`config.mk`:
```
export PLATFORM = sky130hd
export DESIGN_NAME = bpw_port
export DESIGN_NICKNAME = d
export VERILOG_FILES = /design/src/bpw_pkg.sv /design/src/bpw_port.sv
export SDC_FILE = /design/constraint.sdc
export NUM_CORES = 1
export LEC_CHECK = 0
export BUFFER_PORTS_ARGS = -buffer_cell sky130_fd_sc_hd__buf_4
export CORE_UTILIZATION = 59
export DETAILED_ROUTE_END_ITERATION = 7
export HOLD_SLACK_MARGIN = 0.08
export PLACE_DENSITY_LB_ADDON = 0.12
export RECOVER_POWER = 100
export SYNTH_ARGS = -nofsm -noshare
export SYNTH_HDL_FRONTEND = slang
export SYNTH_SLANG_ARGS = --single-unit
```
`constraint.sdc`:
```
create_clock -name clk -period 4.6 [get_ports clk]
set_input_delay 0.92 -clock clk [delete_from_list [all_inputs] [get_ports clk]]
set_output_delay 0.92 -clock clk [all_outputs]
set_load 0.02 [all_outputs]
```
`src/bpw_pkg.sv`:
```
package bpw_pkg;
   // ==========================================================
   // register indices on the plain register port
   localparam logic [3:0] ADDR_PORT_A_DATA      = 4'h0;
   localparam logic [3:0] ADDR_PORT_A_DIRECTION = 4'h1;
   localparam logic [3:0] ADDR_PORT_B_DATA      = 4'h2;
   localparam logic [3:0] ADDR_PORT_B_DIRECTION = 4'h3;
   localparam logic [3:0] ADDR_PORT_C_DATA      = 4'h4;
   localparam logic [3:0] ADDR_PORT_C_DIRECTION = 4'h5;
   localparam logic [3:0] ADDR_WAKE_ENABLE      = 4'h6;
   localparam logic [3:0] ADDR_IRQ_STATUS       = 4'h7;
   localparam logic [3:0] ADDR_IRQ_MASK         = 4'h8;
   localparam logic [3:0] ADDR_SHARE_CTRL       = 4'h9;
   // ==========================================================
   // reset values and field positions
   localparam logic [7:0] PORT_RESET            = 8'hff;
   localparam logic [7:0] WAKE_RESET            = 8'h00;
   localparam logic [7:0] IRQ_RESET             = 8'h00;
   localparam logic [7:0] SHARE_RESET           = 8'h00;
   localparam int         SHARE_EXT_INT_BIT     = 0;
   localparam int         SHARE_TMR_EXT_BIT     = 1;
   localparam int         IRQ_WAKE_BIT          = 0;
   localparam int         IRQ_EXT_INT_BIT       = 1;
   localparam int         IRQ_TMR_EDGE_BIT      = 2;

   typedef struct packed {
      logic [7:0] data;
      logic [7:0] direction;
   } bpw_port_type;

   typedef struct packed {
      bpw_port_type port_a;
      bpw_port_type port_b;
      bpw_port_type port_c;
      logic [7:0]   wake_enable;
      logic [7:0]   irq_status;
      logic [7:0]   irq_mask;
      logic [7:0]   share_ctrl;
      logic [7:0]   sync1_a;
      logic [7:0]   sync2_a;
      logic [7:0]   sync1_b;
      logic [7:0]   sync2_b;
      logic [7:0]   sync1_c;
      logic [7:0]   sync2_c;
      logic [7:0]   prev_a;
      logic [7:0]   prev_c;
      logic [7:0]   rdata;
      logic [7:0]   a_out;
      logic [7:0]   a_oe_n;
      logic [7:0]   b_out;
      logic [7:0]   b_oe_n;
      logic [7:0]   c_out;
      logic [7:0]   c_oe_n;
      logic [7:0]   pull_a;
      logic [7:0]   pull_b;
      logic [7:0]   pull_c;
      logic         wake_req;
      logic         irq;
      logic         ext_int;
      logic         timer_event_in;
   } bpw_state_type;
endpackage : bpw_pkg

```
`src/bpw_port.sv`:
```
// Implementation choices: the strobed register port and the address map.
`timescale 1ns/1ps
// Behaviour
// - port read returns synchronised pin levels on input pins, the latch on output pins
// - output latch keeps written value until rewritten
// - pull-high option per port pulls every pin of that port whose direction bit is one
// - falling edge on wake-enabled port A input pin wakes halted core
// - each port A pin has its own wake enable bit
// - direction bit one makes pin input, read returns pin level
// - direction bit zero drives latch value push-pull
// - read of output pin returns latch, not pin level
// - inputs Schmitt; port A option selects plain inputs (PORT_A_SCHMITT is not used in this module; the input type is left to the pad)
// - buzzer pair drives port b pins zero/one only when outputs
// - port c pin zero is interrupt input only when enabled
// - port c pin one feeds timer only in count modes as input
// - reset sets all data and direction bits high
// - output without prior write drives high from reset latch
// - bit set/clear is read-modify-write of whole port byte
module bpw_port
   import bpw_pkg::*;
#(
   parameter logic [2:0] PULL_HIGH_OPTION = 3'h0,
   parameter bit         PORT_A_SCHMITT   = 1'b1,
   parameter bit         BUZZER_OPTION    = 1'b0
) (
   input  wire logic       clk,
   input  wire logic       rst_n,
   input  wire logic [3:0] reg_addr,
   input  wire logic [7:0] reg_wdata,
   input  wire logic       reg_write,
   input  wire logic       reg_read,
   output logic [7:0]      reg_rdata,
   input  wire logic       halted,
   input  wire logic       buzzer_true,
   input  wire logic       timer_count_mode,
   input  wire logic [7:0] port_a_in,
   output logic [7:0]      port_a_out,
   output logic [7:0]      port_a_oe_n,
   output logic [7:0]      port_a_pull,
   input  wire logic [7:0] port_b_in,
   output logic [7:0]      port_b_out,
   output logic [7:0]      port_b_oe_n,
   output logic [7:0]      port_b_pull,
   input  wire logic [7:0] port_c_in,
   output logic [7:0]      port_c_out,
   output logic [7:0]      port_c_oe_n,
   output logic [7:0]      port_c_pull,
   output logic            wake_req,
   output logic            ext_int,
   output logic            timer_event_in,
   output logic            irq
);
   // ==========================================================
   // state
   bpw_state_type r;
   bpw_state_type next_r;

   // pin view: outputs read the latch, inputs the pin
   function automatic logic [7:0] port_view(input bpw_port_type p,
                                            input logic [7:0] pins);
      port_view = (p.direction & pins) | (~p.direction & p.data);
   endfunction : port_view

   // write data for a port register
   function automatic logic [7:0] wr_byte(input logic [7:0] old,
                                          input logic       hit,
                                          input logic [7:0] wd);
      wr_byte = hit ? wd : old;
   endfunction : wr_byte

   logic [7:0] view_a;
   logic [7:0] view_b;
   logic [7:0] view_c;
   logic [7:0] fall_a;
   logic [7:0] ev;

   // ==========================================================
   // next state
   always_comb begin
      next_r = r;
      // two-stage synchronisers; schmitt choice is in the pad
      next_r.sync1_a = port_a_in;
      next_r.sync2_a = r.sync1_a;
      next_r.sync1_b = port_b_in;
      next_r.sync2_b = r.sync1_b;
      next_r.sync1_c = port_c_in;
      next_r.sync2_c = r.sync1_c;
      next_r.prev_a  = r.sync2_a;
      next_r.prev_c  = r.sync2_c;
      view_a = port_view(r.port_a, r.sync2_a);
      view_b = port_view(r.port_b, r.sync2_b);
      view_c = port_view(r.port_c, r.sync2_c);
      // register writes; bit ops arrive as whole-byte writes
      next_r.port_a.data = wr_byte(r.port_a.data,
         reg_write && reg_addr == ADDR_PORT_A_DATA, reg_wdata);
      next_r.port_a.direction = wr_byte(r.port_a.direction,
         reg_write && reg_addr == ADDR_PORT_A_DIRECTION, reg_wdata);
      next_r.port_b.data = wr_byte(r.port_b.data,
         reg_write && reg_addr == ADDR_PORT_B_DATA, reg_wdata);
      next_r.port_b.direction = wr_byte(r.port_b.direction,
         reg_write && reg_addr == ADDR_PORT_B_DIRECTION, reg_wdata);
      next_r.port_c.data = wr_byte(r.port_c.data,
         reg_write && reg_addr == ADDR_PORT_C_DATA, reg_wdata);
      next_r.port_c.direction = wr_byte(r.port_c.direction,
         reg_write && reg_addr == ADDR_PORT_C_DIRECTION, reg_wdata);
      next_r.wake_enable = wr_byte(r.wake_enable,
         reg_write && reg_addr == ADDR_WAKE_ENABLE, reg_wdata);
      next_r.irq_mask = wr_byte(r.irq_mask,
         reg_write && reg_addr == ADDR_IRQ_MASK, reg_wdata);
      next_r.share_ctrl = wr_byte(r.share_ctrl,
         reg_write && reg_addr == ADDR_SHARE_CTRL, reg_wdata);
      // falling edges on wake-enabled port a input pins
      fall_a = r.prev_a & ~r.sync2_a & r.wake_enable & r.port_a.direction;
      next_r.wake_req = halted && (|fall_a);
      // sticky events, set wins over write-one-clear
      ev = 8'h00;
      ev[IRQ_WAKE_BIT]    = |fall_a;
      ev[IRQ_EXT_INT_BIT] = r.ext_int && r.prev_c[0] && !r.sync2_c[0];
      ev[IRQ_TMR_EDGE_BIT] = r.timer_event_in
                             && (r.prev_c[1] != r.sync2_c[1]);
      next_r.irq_status = r.irq_status;
      if (reg_write && reg_addr == ADDR_IRQ_STATUS) begin
         next_r.irq_status = r.irq_status & ~reg_wdata;
      end
      next_r.irq_status = next_r.irq_status | ev;
      next_r.irq = |(next_r.irq_status & next_r.irq_mask);
      // shared pin functions
      next_r.ext_int = r.share_ctrl[SHARE_EXT_INT_BIT];
      next_r.timer_event_in = timer_count_mode
                              && r.share_ctrl[SHARE_TMR_EXT_BIT]
                              && r.port_c.direction[1];
      // pad drive: direction 0 drives latch, oe active low
      next_r.a_out  = next_r.port_a.data;
      next_r.a_oe_n = next_r.port_a.direction;
      next_r.b_out  = next_r.port_b.data;
      next_r.b_oe_n = next_r.port_b.direction;
      if (BUZZER_OPTION) begin
         next_r.b_out[0] = buzzer_true;
         next_r.b_out[1] = ~buzzer_true;
      end
      next_r.c_out  = next_r.port_c.data;
      next_r.c_oe_n = next_r.port_c.direction;
      if (next_r.share_ctrl[SHARE_EXT_INT_BIT]) begin
         next_r.c_oe_n[0] = 1'b1;
      end
      // pull-high per port on input pins only
      next_r.pull_a = {8{PULL_HIGH_OPTION[0]}} & next_r.port_a.direction;
      next_r.pull_b = {8{PULL_HIGH_OPTION[1]}} & next_r.port_b.direction;
      next_r.pull_c = {8{PULL_HIGH_OPTION[2]}} & next_r.port_c.direction;
      // read data, one cycle after the strobe
      next_r.rdata = 8'h00;
      if (reg_read) begin
         case (reg_addr)
            ADDR_PORT_A_DATA:      next_r.rdata = view_a;
            ADDR_PORT_A_DIRECTION: next_r.rdata = r.port_a.direction;
            ADDR_PORT_B_DATA:      next_r.rdata = view_b;
            ADDR_PORT_B_DIRECTION: next_r.rdata = r.port_b.direction;
            ADDR_PORT_C_DATA:      next_r.rdata = view_c;
            ADDR_PORT_C_DIRECTION: next_r.rdata = r.port_c.direction;
            ADDR_WAKE_ENABLE:      next_r.rdata = r.wake_enable;
            ADDR_IRQ_STATUS:       next_r.rdata = r.irq_status;
            ADDR_IRQ_MASK:         next_r.rdata = r.irq_mask;
            ADDR_SHARE_CTRL:       next_r.rdata = r.share_ctrl;
            default:               next_r.rdata = 8'h00;
         endcase
      end
   end

   // ==========================================================
   // registers
   always_ff @(posedge clk) begin
      if (!rst_n) begin
         r                  <= '0;
         r.port_a.data      <= PORT_RESET;
         r.port_a.direction <= PORT_RESET;
         r.port_b.data      <= PORT_RESET;
         r.port_b.direction <= PORT_RESET;
         r.port_c.data      <= PORT_RESET;
         r.port_c.direction <= PORT_RESET;
         r.a_out            <= PORT_RESET;
         r.a_oe_n           <= PORT_RESET;
         r.b_out            <= PORT_RESET;
         r.b_oe_n           <= PORT_RESET;
         r.c_out            <= PORT_RESET;
         r.c_oe_n           <= PORT_RESET;
         r.wake_enable      <= WAKE_RESET;
         r.irq_status       <= IRQ_RESET;
         r.irq_mask         <= IRQ_RESET;
         r.share_ctrl       <= SHARE_RESET;
      end else begin
         r <= next_r;
      end
   end

   // ==========================================================
   // outputs straight from flops
   assign reg_rdata      = r.rdata;
   assign port_a_out     = r.a_out;
   assign port_a_oe_n    = r.a_oe_n;
   assign port_a_pull    = r.pull_a;
   assign port_b_out     = r.b_out;
   assign port_b_oe_n    = r.b_oe_n;
   assign port_b_pull    = r.pull_b;
   assign port_c_out     = r.c_out;
   assign port_c_oe_n    = r.c_oe_n;
   assign port_c_pull    = r.pull_c;
   assign wake_req       = r.wake_req;
   assign ext_int        = r.ext_int;
   assign timer_event_in = r.timer_event_in;
   assign irq            = r.irq;
endmodule : bpw_port
```
After elaboration in Yosys (flattened, before gate mapping)
Index checks and enable logic that the tools add are counted.
{ "totals": {"register_bits": 182, "n_memories": 0, "latchBits": 0, "output_inout_bits": 84, "ramBits": 0, "inputBits": 43, "romBits": 0} }
{ "classes": {"muxes": 10, "n_eq_ne": 10, "n_mul": 0, "shift": 0, "n_addsub": 0, "div_mod_pow": 0, "order_cmp": 0, "reduce_logical": 22, "bitwise_logic": 21} }
{ "op_table": {"columns": ["cell", "n"], "rows": [
  ["8-bit AND", 11],
  ["8-bit case mux with 10 select lines", 1],
  ["8-bit 2-to-1 mux", 9],
  ["8-bit inverter", 5],
  ["8-bit OR", 3],
  ["4-bit by 3-bit equality test with 1-bit output, second input constant", 4],
  ["1-bit logical AND", 16],
  ["8-bit OR reduction", 2],
  ["4-bit by 2-bit equality test with 1-bit output, second input constant", 2],
  ["4-bit equality test, second input constant", 2],
  ["8-bit by 3-bit OR with 8-bit output", 1],
  ["4-bit by 1-bit equality test with 1-bit output, second input constant", 1],
  ["4-bit logical NOT", 1],
  ["2-bit AND reduction", 1],
  ["2-bit OR reduction", 1],
  ["1-bit logical NOT", 1],
  ["1-bit != test", 1],
  ["1-bit inverter", 1]
]} }

Depth between registers and ports, before layout
Gate-level depths: netlist (run 1).
{ "logic_depth": {"depth_word": 8, "mapped_depth": 7, "ltp_nobuf": 5} }

Least setup slack after synthesis (run 1)
OpenSTA, ideal clock, no wires.
{ "synth_timing": {"path_type": "in2reg", "from": "input port reg_addr[2]", "to": "register r (netlist bit irq)", "setup_slack_ps": 2102, "path_stages": 6, "setup_time_ps": 125, "arrival_time_ps": 2372, "n_path_buf": 1, "t_required_ps": 4475, "cell_sequence": "buf_6 nor4b_4 nand2_4 mux2i_1 o221ai_1 o41a_1"} }
{ "synth_between": {"elab_chain_len": 6, "elab_cells_between_ends": 9} }
{ "synth_rtl": {"columns": ["element", "line_no", "rtl"], "rows": [
  ["from (decl)", "bpw_port.sv:28", "input wire logic [3:0] reg_addr,"],
  ["4-bit by 3-bit equality test with 1-bit output", "bpw_port.sv:122", "if (reg_write && reg_addr == ADDR_IRQ_STATUS) begin"],
  ["1-bit logical AND", "bpw_port.sv:122", null],
  ["8-bit 2-to-1 mux", "bpw_port.sv:122", null],
  ["8-bit by 3-bit OR with 8-bit output", "bpw_port.sv:125", "next_r.irq_status = next_r.irq_status | ev;"],
  ["8-bit AND (*)", "bpw_port.sv:126", "next_r.irq = |(next_r.irq_status & next_r.irq_mask);"],
  ["8-bit OR reduction (*)", "bpw_port.sv:126", null],
  ["to (signal assigned)", "bpw_port.sv:191", "r <= next_r;"],
  ["to (decl)", "bpw_port.sv:55", "bpw_state_type r;"]
]} }
Mark *: on every way between the ends. The rest lies on a longest branch, timed or not.
A chain may end at the register's enable or synchronous reset.

Final worst setup path (run 1)
Ends and elaborated chain as after synthesis.

==> results of run 1 <==
-- worst max-delay path, cell delays in order --
cell      delay [ns]
buf_4           0.22
nor4b_1         1.49
a21boi_0        0.35
o21ai_1         0.21
o221ai_1        0.17
o41a_1          0.43
-- layout make-up --
type,instances,share of cell area [%]
inverters,6,0.321
repair buffers,104,7.82
clock buffers,26,7.09
well taps,136,2.42
clock inverters,3,0.927
multi-input cells,465,38.4
flip-flops and latches,151,43.1
-- power by group through the flow --
| stage | clock [uW] | sequential, uW | combinational (uW) |
|---|---|---|---|
| floorplan | 0 | 1380 | 167 |
| global route | 1410 | 1360 | 228 |
| CTS | 1340 | 1360 | 219 |
| finish | 1330 | 1360 | 213 |
| detailed placement | 0 | 1390 | 218 |
| global placement | 0 | 1390 | 215 |
-- sequential cells by signal, summed over array words and instances, names as in the netlist --
signal          count
ext_int             1
port_b_oe_n         8
next_r             41
port_c_oe_n         1
wake_req            1
reg_rdata           8
port_b_out          8
r                  57
irq                 1
port_a_out          8
port_c_out          8
port_a_oe_n         8
timer_event_in      1
-- logic make-up after synthesis --
logic type                share of synthesized area (%)
and+or+nand+nor                                    22.9
DFF                                                46.9
buffers and inverters                              12.4
AOI/OAI and AO/OA                                  8.84
muxes                                              8.80
xor gates and xnor gates                          0.136
other                                            0.0582
-- metrics by stage --
| step | std cells | hold WS (ns) | cell area (um2) | worst slack [ns] |
|---|---|---|---|---|
| detailed placement | 862 | 0.419 | 6700 | 1.62 |
| finish | 891 | 0.429 | 7020 | 1.22 |
| global placement | 862 | 0.414 | 6700 | 1.68 |
| CTS | 891 | 0.431 | 7270 | 2.19 |
| floorplan | 745 | 0.412 | 6530 | 2.10 |
| global route | 891 | 0.440 | 7020 | 1.11 |
-- metal layers --
metal,vias up,part of all wire [%],GRT usage [%]
li1,2387,-,-
met1,2415,43,45.1
met2,295,44,48.1
met3,47,9.1,8.58
met4,0,3.8,15.9
met5,-,0,0
-- worst min-delay path by stage --
stage                      startpoint    endpoint  slack (ns)  cells after the start
after detailed placement  next_r[106]  next_r[90]        0.42                      1
after CTS                 next_r[106]  next_r[90]        0.43                      1
after global placement    next_r[122]      r[122]        0.41                      1
after global routing      next_r[123]      r[123]        0.44                      1
after floorplan           next_r[100]  next_r[84]        0.41                      1
final                     next_r[106]  next_r[90]        0.43                      1
-- cells in the final DEF, fill, tap and decap left out, types with 3 or more instances in the layout --
| cell | netlist | routed |
|---|---|---|
| a211oi_1 | 3 | 3 |
| a21oi_1 | 30 | 30 |
| a221oi_1 | 4 | 4 |
| a31oi_1 | 6 | 6 |
| a32oi_1 | 6 | 6 |
| and2_0 | 0 | 22 |
| and2_1 | 62 | 40 |
| and3_1 | 3 | 3 |
| buf_4 | 80 | 42 |
| clkbuf_1 | 36 | 65 |
| clkbuf_16 | 0 | 16 |
| clkbuf_8 | 0 | 6 |
| conb_1 | 1 | 24 |
| dfxtp_1 | 151 | 151 |
| inv_1 | 6 | 6 |
| mux2_2 | 3 | 3 |
| mux2i_1 | 51 | 51 |
| nand2_1 | 105 | 105 |
| nand3_1 | 55 | 55 |
| nand3b_1 | 4 | 4 |
| nand4b_1 | 8 | 8 |
| nor2_1 | 33 | 33 |
| nor2b_1 | 4 | 4 |
| nor3_1 | 8 | 8 |
| o21ai_0 | 21 | 21 |
| o22ai_1 | 5 | 5 |
==> impl_metrics.py, run 1 <==
metrics = {
    "critical_path": {
        "startpoint": "reg_addr[2]",
        "r2r_start": "port_b_oe_n[3]",
        "critical_path_arrival_ns": 3.80,
        "reg2reg_depth": 4,
        "timing.rr.end": "reg_rdata[3]",
        "reg2reg_slack_ns": 3.00,
        "crit_type": "input port to register",
        "cp-end-kind": "register",
        "critPathLaunchType": "input port",
        "path_max_fanout": 28,
        "endpoint": "irq",
        "cp.required_ns": 5.02,
    },
    "sta": {
        "relSlewSlack_pct": -20.7,
        "period_share_pct": 73.4,
        "rsz0062_at_grt": "false",
        "final_max_slew_viol_count": 10,
        "max_freq_mhz": 296,
        "final.setup.tns_ns": 0,
        "worst_pin_slew_ns": 1.79,
        "setup_viol": 0,
        "min_period_ns": 3.38,
        "skew_ns": 0.00562,
        "finalHoldViolCount": 0,
    },
    "pwr": {
        "p_sw_uw": 654,
        "pwr-share-seq_pct": 46.9,
        "power_frac_comb_pct": 7.3,
        "p_leak_uw": 0.00307,
        "intPower_uw": 2250,
        "swShare_pct": 22.6,
        "ir_drop_mv": 0.330,
        "cellPowerDensity_nw_per_um2": 413,
        "p_total_uw": 2900,
        "clock_power_share_pct": 45.7,
    },
    "floorplanning": {
        "initial_core_util_pct": 61.6,
        "dieArea_um2": 11300,
        "die-width_um": 106,
        "fp.dieH_um": 106,
        "core_um2": 10500,
        "pin_count": 127,
        "row_count": 37,
    },
    "cts": {
        "path_clk_slew_ns": 0.06,
        "clockBufferDepth": 2,
        "cts_hold_buf": 0,
        "cts_resized": 0,
        "tritoncts": "built",
        "cts_max_level": 4,
        "clock-root-buffer": "clkbuf_8",
        "cts_num_sinks": 151,
        "cts_buffers": 17,
        "cts_setup_buffers": 0,
        "clkLatencyLatePin_ns": 0.54,
    },
    "synthesis": {
        "yosysWarnings": 0,
        "synth_top_cells_by_count": "dfxtp_1, nand2_1, buf_4",
        "synth_top_area_share_pct": 46.9,
        "yosysUniqueCellTypes": 51,
        "synthTopCellsByArea": "dfxtp_1, buf_4, mux2i_1, nand2_1, and2_1",
        "ys_seq_area_share_pct": 46.9,
        "syn_inst": 722,
        "syn_area_um2": 6440,
        "synth_edf_count": 0,
        "yosysTopAreaCell": "dfxtp_1",
        "yosysMostFrequentCell": "dfxtp_1",
        "synth_seq_cells": 151,
        "ys.flop_type": "dfxtp_1",
        "synthArstFlopShare_pct": 0,
        "postSynthAreaPerCell_um2": 8.92,
    },
    "final_layout": {
        "area_growth_pct": 8.99,
        "num-fill-cells": 918,
        "antenna_cells": 0,
        "drive_above_1_share_pct": 9.80,
        "multiInputGateArea_um2": 2690,
        "ff_latch_area_um2": 3020,
        "postLayoutCoreUtil_pct": 67.1,
        "final_net_count": 788,
    },
    "routing": {
        "drtIter0Drc": 493,
        "wl_per_cell_um": 19.8,
        "dr_total_vias": 5144,
        "routed_wl_um": 17600,
        "viasPerCell": 5.77,
        "drc": 0,
        "ant_nets": 0,
        "firstDrtPassIters": 5,
    },
    "global_route": {
        "grt_pass1_wl_um": 27200,
        "antenna_found_initial": 0,
        "grt_max_degree": 86,
        "grt_pass1_vias": 4842,
        "grt-ovfl-total": 0,
        "grt_usage_pct": 32.9,
    },
    "placed_design": {
        "port_buffers": 101,
        "routabilityCongestion": 0.929,
        "dp_hpwl_um": 12200,
    },
    "job": {
        "max-cap-violations": 1,
    },
    "min_path": {
        "min_path_type": "register to register",
    },
    "outcome": {
        "status": "complete, but fails checks",
        "violations": "capacitance limit, slew limit",
    },
}
(Power assumes the default switching activity.)
==> run 2, diff against run 1 <==
--- a/config.mk
+++ b/config.mk
@@ -6,7 +6,7 @@
 export NUM_CORES = 1
 export LEC_CHECK = 0
 export BUFFER_PORTS_ARGS = -buffer_cell sky130_fd_sc_hd__buf_4
-export CORE_UTILIZATION = 59
+export CORE_UTILIZATION = 50
 export DETAILED_ROUTE_END_ITERATION = 7
 export HOLD_SLACK_MARGIN = 0.08
 export PLACE_DENSITY_LB_ADDON = 0.12
==> constraint.sdc (replaced) <==
create_clock -name clk -period 3.05 [get_ports clk]
set_input_delay 0.61 -clock clk [delete_from_list [all_inputs] [get_ports clk]]
set_output_delay 0.61 -clock clk [all_outputs]
set_load 0.02 [all_outputs]
==> impl_metrics.py, run 2 (synthesis results as in run 1) <==
metrics = {
    "outcome": {
        "status": "complete, but fails checks",
        "violations": "capacitance limit, slew limit",
    },
    "placed_design": {
        "port_buffers": 101,
        "routabilityCongestion": 0.912,
        "place_inst": 907,
        "preCtsSetupSlack_ns": 0.502,
        "dp_hpwl_um": 12600,
    },
    "sta": {
        "max_freq_mhz": 414,
        "finalWorstSetupSlack_ns": 0.635,
        "finalHoldViolCount": 0,
        "skew_ns": 0.00590,
        "period_share_pct": 79.2,
        "rsz0062_at_grt": "false",
        "setup_viol": 0,
        "min_period_ns": 2.42,
        "final.setup.tns_ns": 0,
        "worst_pin_slew_ns": 1.65,
        "final_max_slew_viol_count": 49,
        "relSlewSlack_pct": -10.0,
    },
    "final_layout": {
        "postLayoutCoreUtil_pct": 57.7,
        "ff_latch_area_um2": 3020,
        "antenna_cells": 0,
        "drive_above_1_share_pct": 10.8,
        "regMostFlops": "r",
        "largest_register_ffs": 57,
        "multiInputGateArea_um2": 2710,
        "layout_common_cells": "dfxtp_1, nand2_1, clkbuf_1, nand3_1, mux2i_1",
        "num-fill-cells": 1193,
        "final_net_count": 797,
        "area_growth_pct": 12.5,
        "final_common_cell": "dfxtp_1",
        "finalNonFillerCells": 939,
    },
    "critical_path": {
        "critPathLaunchType": "input port",
        "path_max_fanout": 28,
        "cp-end-kind": "register",
        "slowest_stage": "nor4b_4",
        "cp.required_ns": 3.36,
        "crit_type": "input port to register",
        "path_cells": "clkbuf_2, nor4b_4, nand2_4, mux2i_1, o221ai_1, o41a_1",
        "critical_path_arrival_ns": 2.72,
        "slowest_delay_ns": 0.70,
    },
    "job": {
        "max-cap-violations": 1,
    },
    "floorplanning": {
        "pin_count": 127,
        "initial_core_util_pct": 51.2,
        "row_count": 41,
        "fp.dieH_um": 116,
        "core_um2": 12600,
        "dieArea_um2": 13300,
        "die-width_um": 116,
    },
    "min_path": {
        "min_path_type": "input port to register",
    },
    "routing": {
        "viasPerCell": 5.42,
        "dr_total_vias": 5085,
        "firstDrtPassIters": 7,
        "wl_per_cell_um": 19.3,
        "drtIter0Drc": 399,
        "ant_nets": 0,
        "drc": 0,
        "routed_wl_um": 18100,
    },
    "cts": {
        "clock-root-buffer": "clkbuf_16",
        "path_clk_slew_ns": 0.06,
        "cts_resized": 0,
        "cts_setup_buffers": 0,
        "clockBufferDepth": 2,
        "cts_buffers": 17,
        "cts_num_sinks": 151,
        "cts_hold_buf": 0,
        "cts_max_level": 4,
        "tritoncts": "built",
        "clkLatencyLatePin_ns": 0.43,
    },
    "global_route": {
        "grt_pass1_wl_um": 27000,
        "grt_usage_pct": 28.4,
        "antenna_found_initial": 0,
        "grt-ovfl-total": 0,
        "grt_max_degree": 49,
        "grt_pass1_vias": 4561,
    },
    "pwr": {
        "p_total_uw": 4820,
        "cellPowerDensity_nw_per_um2": 665,
        "p_leak_uw": 0.00316,
        "ir_drop_mv": 0.379,
    },
}
[run 2: cell types whose count changed in the layout (fill, tap and decap cells not counted), sizes merged]
cell	change
bufinv	+5
clkbuf	-1
buf	+3
clkinv	+5
[run 2: worst max-delay path, delay by kind of cell]
family                 cells  cell delay (ns)
AO/OA/AOI/OAI              2             0.58
AND/OR/NAND/NOR            2             0.90
multiplexers               1             0.24
buffers and inverters      1             0.38
[run 2: path summary, 6_finish.rpt]
| check | startpoint | cells past startpoint | slack [ns] | endpoint |
|---|---|---|---|---|
| setup / recovery | reg_addr[2] | 6 | 0.63 | irq |
| hold / removal | port_b_in[3] | 2 | 0.39 | next_r[119] |
| setup reg to reg | port_b_oe_n[3] | 4 | 1.49 | reg_rdata[3] |
| hold reg to reg | next_r[137] | 1 | 0.43 | next_r[97] |
[run 2: per-stage QoR]
stage	area (um2)	hold WS [ns]
detailed placement	6820	0.418
finish	7250	0.387
CTS	7500	0.378
global placement	6820	0.414
global route	7250	0.381
floorplan	6530	0.412
[run 2: report_power, final]
part           leakage [uW]  internal (uW)  switching, uW  total [uW]
logic               0.00159            107            219         326
clock network      0.000335           1620            825        2440
registers           0.00123           2020           28.4        2050
[run 2: layer usage]
| layer | wire length [um] | share of wire, % | vias up | track usage [%] |
|---|---|---|---|---|
| li1 | - | - | 2407 | - |
| met1 | 8350 | 46 | 2399 | 40.0 |
| met2 | 7870 | 44 | 241 | 41.1 |
| met3 | 1290 | 7.1 | 38 | 5.60 |
| met4 | 575 | 3.2 | 0 | 14.5 |
| met5 | 0 | 0 | - | 0 |
[run 2: final cells by class]
type	instances	area share (%)
repair buffers	113	8.20
clock buffers	19	5.97
inverters	6	0.311
flip-flops and latches	151	41.7
multi-input cells	465	37.4
clock inverters	13	3.47
well taps	172	2.97
==> run 3, diff against run 2 <==
--- a/config.mk
+++ b/config.mk
@@ -6,7 +6,7 @@
 export NUM_CORES = 1
 export LEC_CHECK = 0
 export BUFFER_PORTS_ARGS = -buffer_cell sky130_fd_sc_hd__buf_4
-export CORE_UTILIZATION = 50
+export CORE_UTILIZATION = 55
 export DETAILED_ROUTE_END_ITERATION = 7
 export HOLD_SLACK_MARGIN = 0.08
 export PLACE_DENSITY_LB_ADDON = 0.12
==> constraint.sdc (replaced) <==
create_clock -name clk -period 2.35 [get_ports clk]
set_input_delay 0.47 -clock clk [delete_from_list [all_inputs] [get_ports clk]]
set_output_delay 0.47 -clock clk [all_outputs]
set_load 0.02 [all_outputs]
==> impl_metrics.py, run 3 (synthesis results as in run 1) <==
metrics = {
    "outcome": {
        "status": "finished, final reports clean",
    },
    "pwr": {
        "ir_drop_mv": 0.739,
        "cellPowerDensity_nw_per_um2": 785,
        "p_leak_uw": 0.00319,
    },
    "routing": {
        "firstDrtPassIters": 5,
        "wl_per_cell_um": 20.4,
        "drtIter0Drc": 487,
        "routed_wl_um": 19000,
        "drc": 0,
        "ant_nets": 0,
        "dr_total_vias": 5264,
        "viasPerCell": 5.66,
    },
    "critical_path": {
        "crit_top_cell": "buf_4",
        "slowest_stage": "o41a_1",
        "critPathLaunchType": "input port",
        "critPathBufInv": 3,
        "crit_family": "compound AO/OA/AOI/OAI gates",
        "path_max_fanout": 10,
        "path_cells": "buf_4, clkbuf_1, and3b_1, buf_4, nand3_1, a21oi_1, o22ai_1, o41a_1",
        "slowest_delay_ns": 0.43,
        "cp-end-kind": "register",
        "critical_path_arrival_ns": 2.25,
        "crit_type": "input port to register",
        "cp.required_ns": 2.66,
    },
    "floorplanning": {
        "initial_core_util_pct": 56.4,
        "core_um2": 11400,
        "fp.dieH_um": 110,
        "row_count": 39,
        "die-width_um": 110,
        "dieArea_um2": 12100,
        "pin_count": 127,
    },
    "placed_design": {
        "dpl_cell_area_um2": 6940,
        "routabilityCongestion": 0.912,
        "port_buffers": 101,
        "dp_hpwl_um": 13300,
        "place_inst": 898,
    },
    "final_layout": {
        "largest_register_ffs": 57,
        "final_common_cell": "dfxtp_1",
        "area_growth_pct": 12.4,
        "finalNonFillerCells": 930,
        "final_net_count": 817,
        "layout_common_cells": "dfxtp_1, nand2_1, clkbuf_1, buf_4, nand3_1",
        "design_area_um2": 7240,
        "num-fill-cells": 1068,
        "regMostFlops": "r",
        "drive_above_1_share_pct": 13.3,
        "antenna_cells": 0,
    },
    "cts": {
        "cts_max_level": 4,
        "clkLatencyLatePin_ns": 0.43,
        "cts_num_sinks": 151,
        "tritoncts": "built",
        "clockBufferDepth": 2,
        "cts_resized": 0,
        "cts_buffers": 17,
        "cts_hold_buf": 0,
        "cts_setup_buffers": 0,
        "clock-root-buffer": "clkbuf_16",
        "path_clk_slew_ns": 0.07,
    },
    "global_route": {
        "grt_pass1_vias": 4863,
        "antenna_found_initial": 0,
        "grt-ovfl-total": 0,
        "grt_pass1_wl_um": 28000,
        "grt_max_degree": 91,
        "grt_usage_pct": 32.6,
    },
    "sta": {
        "hold_slack_ns": 0.244,
        "period_share_pct": 82.5,
        "relSlewSlack_pct": 15.4,
        "finalHoldViolCount": 0,
        "max_freq_mhz": 516,
        "final.setup.tns_ns": 0,
        "final_max_slew_viol_count": 0,
        "setup_viol": 0,
        "min_period_ns": 1.94,
        "worst_pin_slew_ns": 1.27,
        "rsz0062_at_grt": "false",
        "skew_ns": 0.00963,
    },
    "job": {
        "max-cap-violations": 0,
    },
    "min_path": {
        "min_path_type": "input port to register",
    },
}
## run 3: cell count changes in the layout (fill, tap and decap cells not counted), sizes merged
cell	change
bufinv	-7
clkbuf	-1
buf	+20
inv	+8
clkinv	-3
clkinvlp	+3
## run 3: final cells by class
type                    count  area [um2]  share of cell area [%]
clock buffers              18         439                    6.07
inverters                   6        22.5                   0.311
flip-flops and latches    151        3020                    41.7
well taps                 143         179                    2.47
clock inverters            14         113                    1.56
repair buffers            133         757                    10.5
multi-input cells         465        2710                    37.4
## run 3: final timing paths
check	cells past startpoint	from	slack, ns	to
hold reg to reg	1	next_r[138]	0.43	next_r[98]
setup / recovery	8	reg_addr[2]	0.41	irq
hold / removal	2	port_b_in[7]	0.24	next_r[123]
setup reg to reg	4	port_a_oe_n[2]	0.66	reg_rdata[2]
## run 3: per-layer routing
metal  part of all wire (%)  GRT usage, %  routed length, um
met5                      0             0                  0
met4                    2.7          14.1                507
met2                     45          49.1               8540
met1                     43          43.8               8210
met3                    9.2          8.88               1750
## run 3: metrics by stage
stage                     utilization (%)  total power, uW  setup slack [ns]
after detailed placement             60.8             3180             0.251
after floorplan                         -             3030             0.302
after global placement               60.8             3170             0.267
after global routing                 63.4             5850             0.285
final                                63.4             5690             0.412
after CTS                            65.6             5710             0.675
## run 3: report_power, final
group	total (uW)	switching (uW)	leakage, uW	internal, uW
Sequential	2670	41.1	0.00123	2630
Combinational	450	292	0.00169	158
Clock	2570	1160	0.000268	1400
Total	5690	1500	0.00319	4190
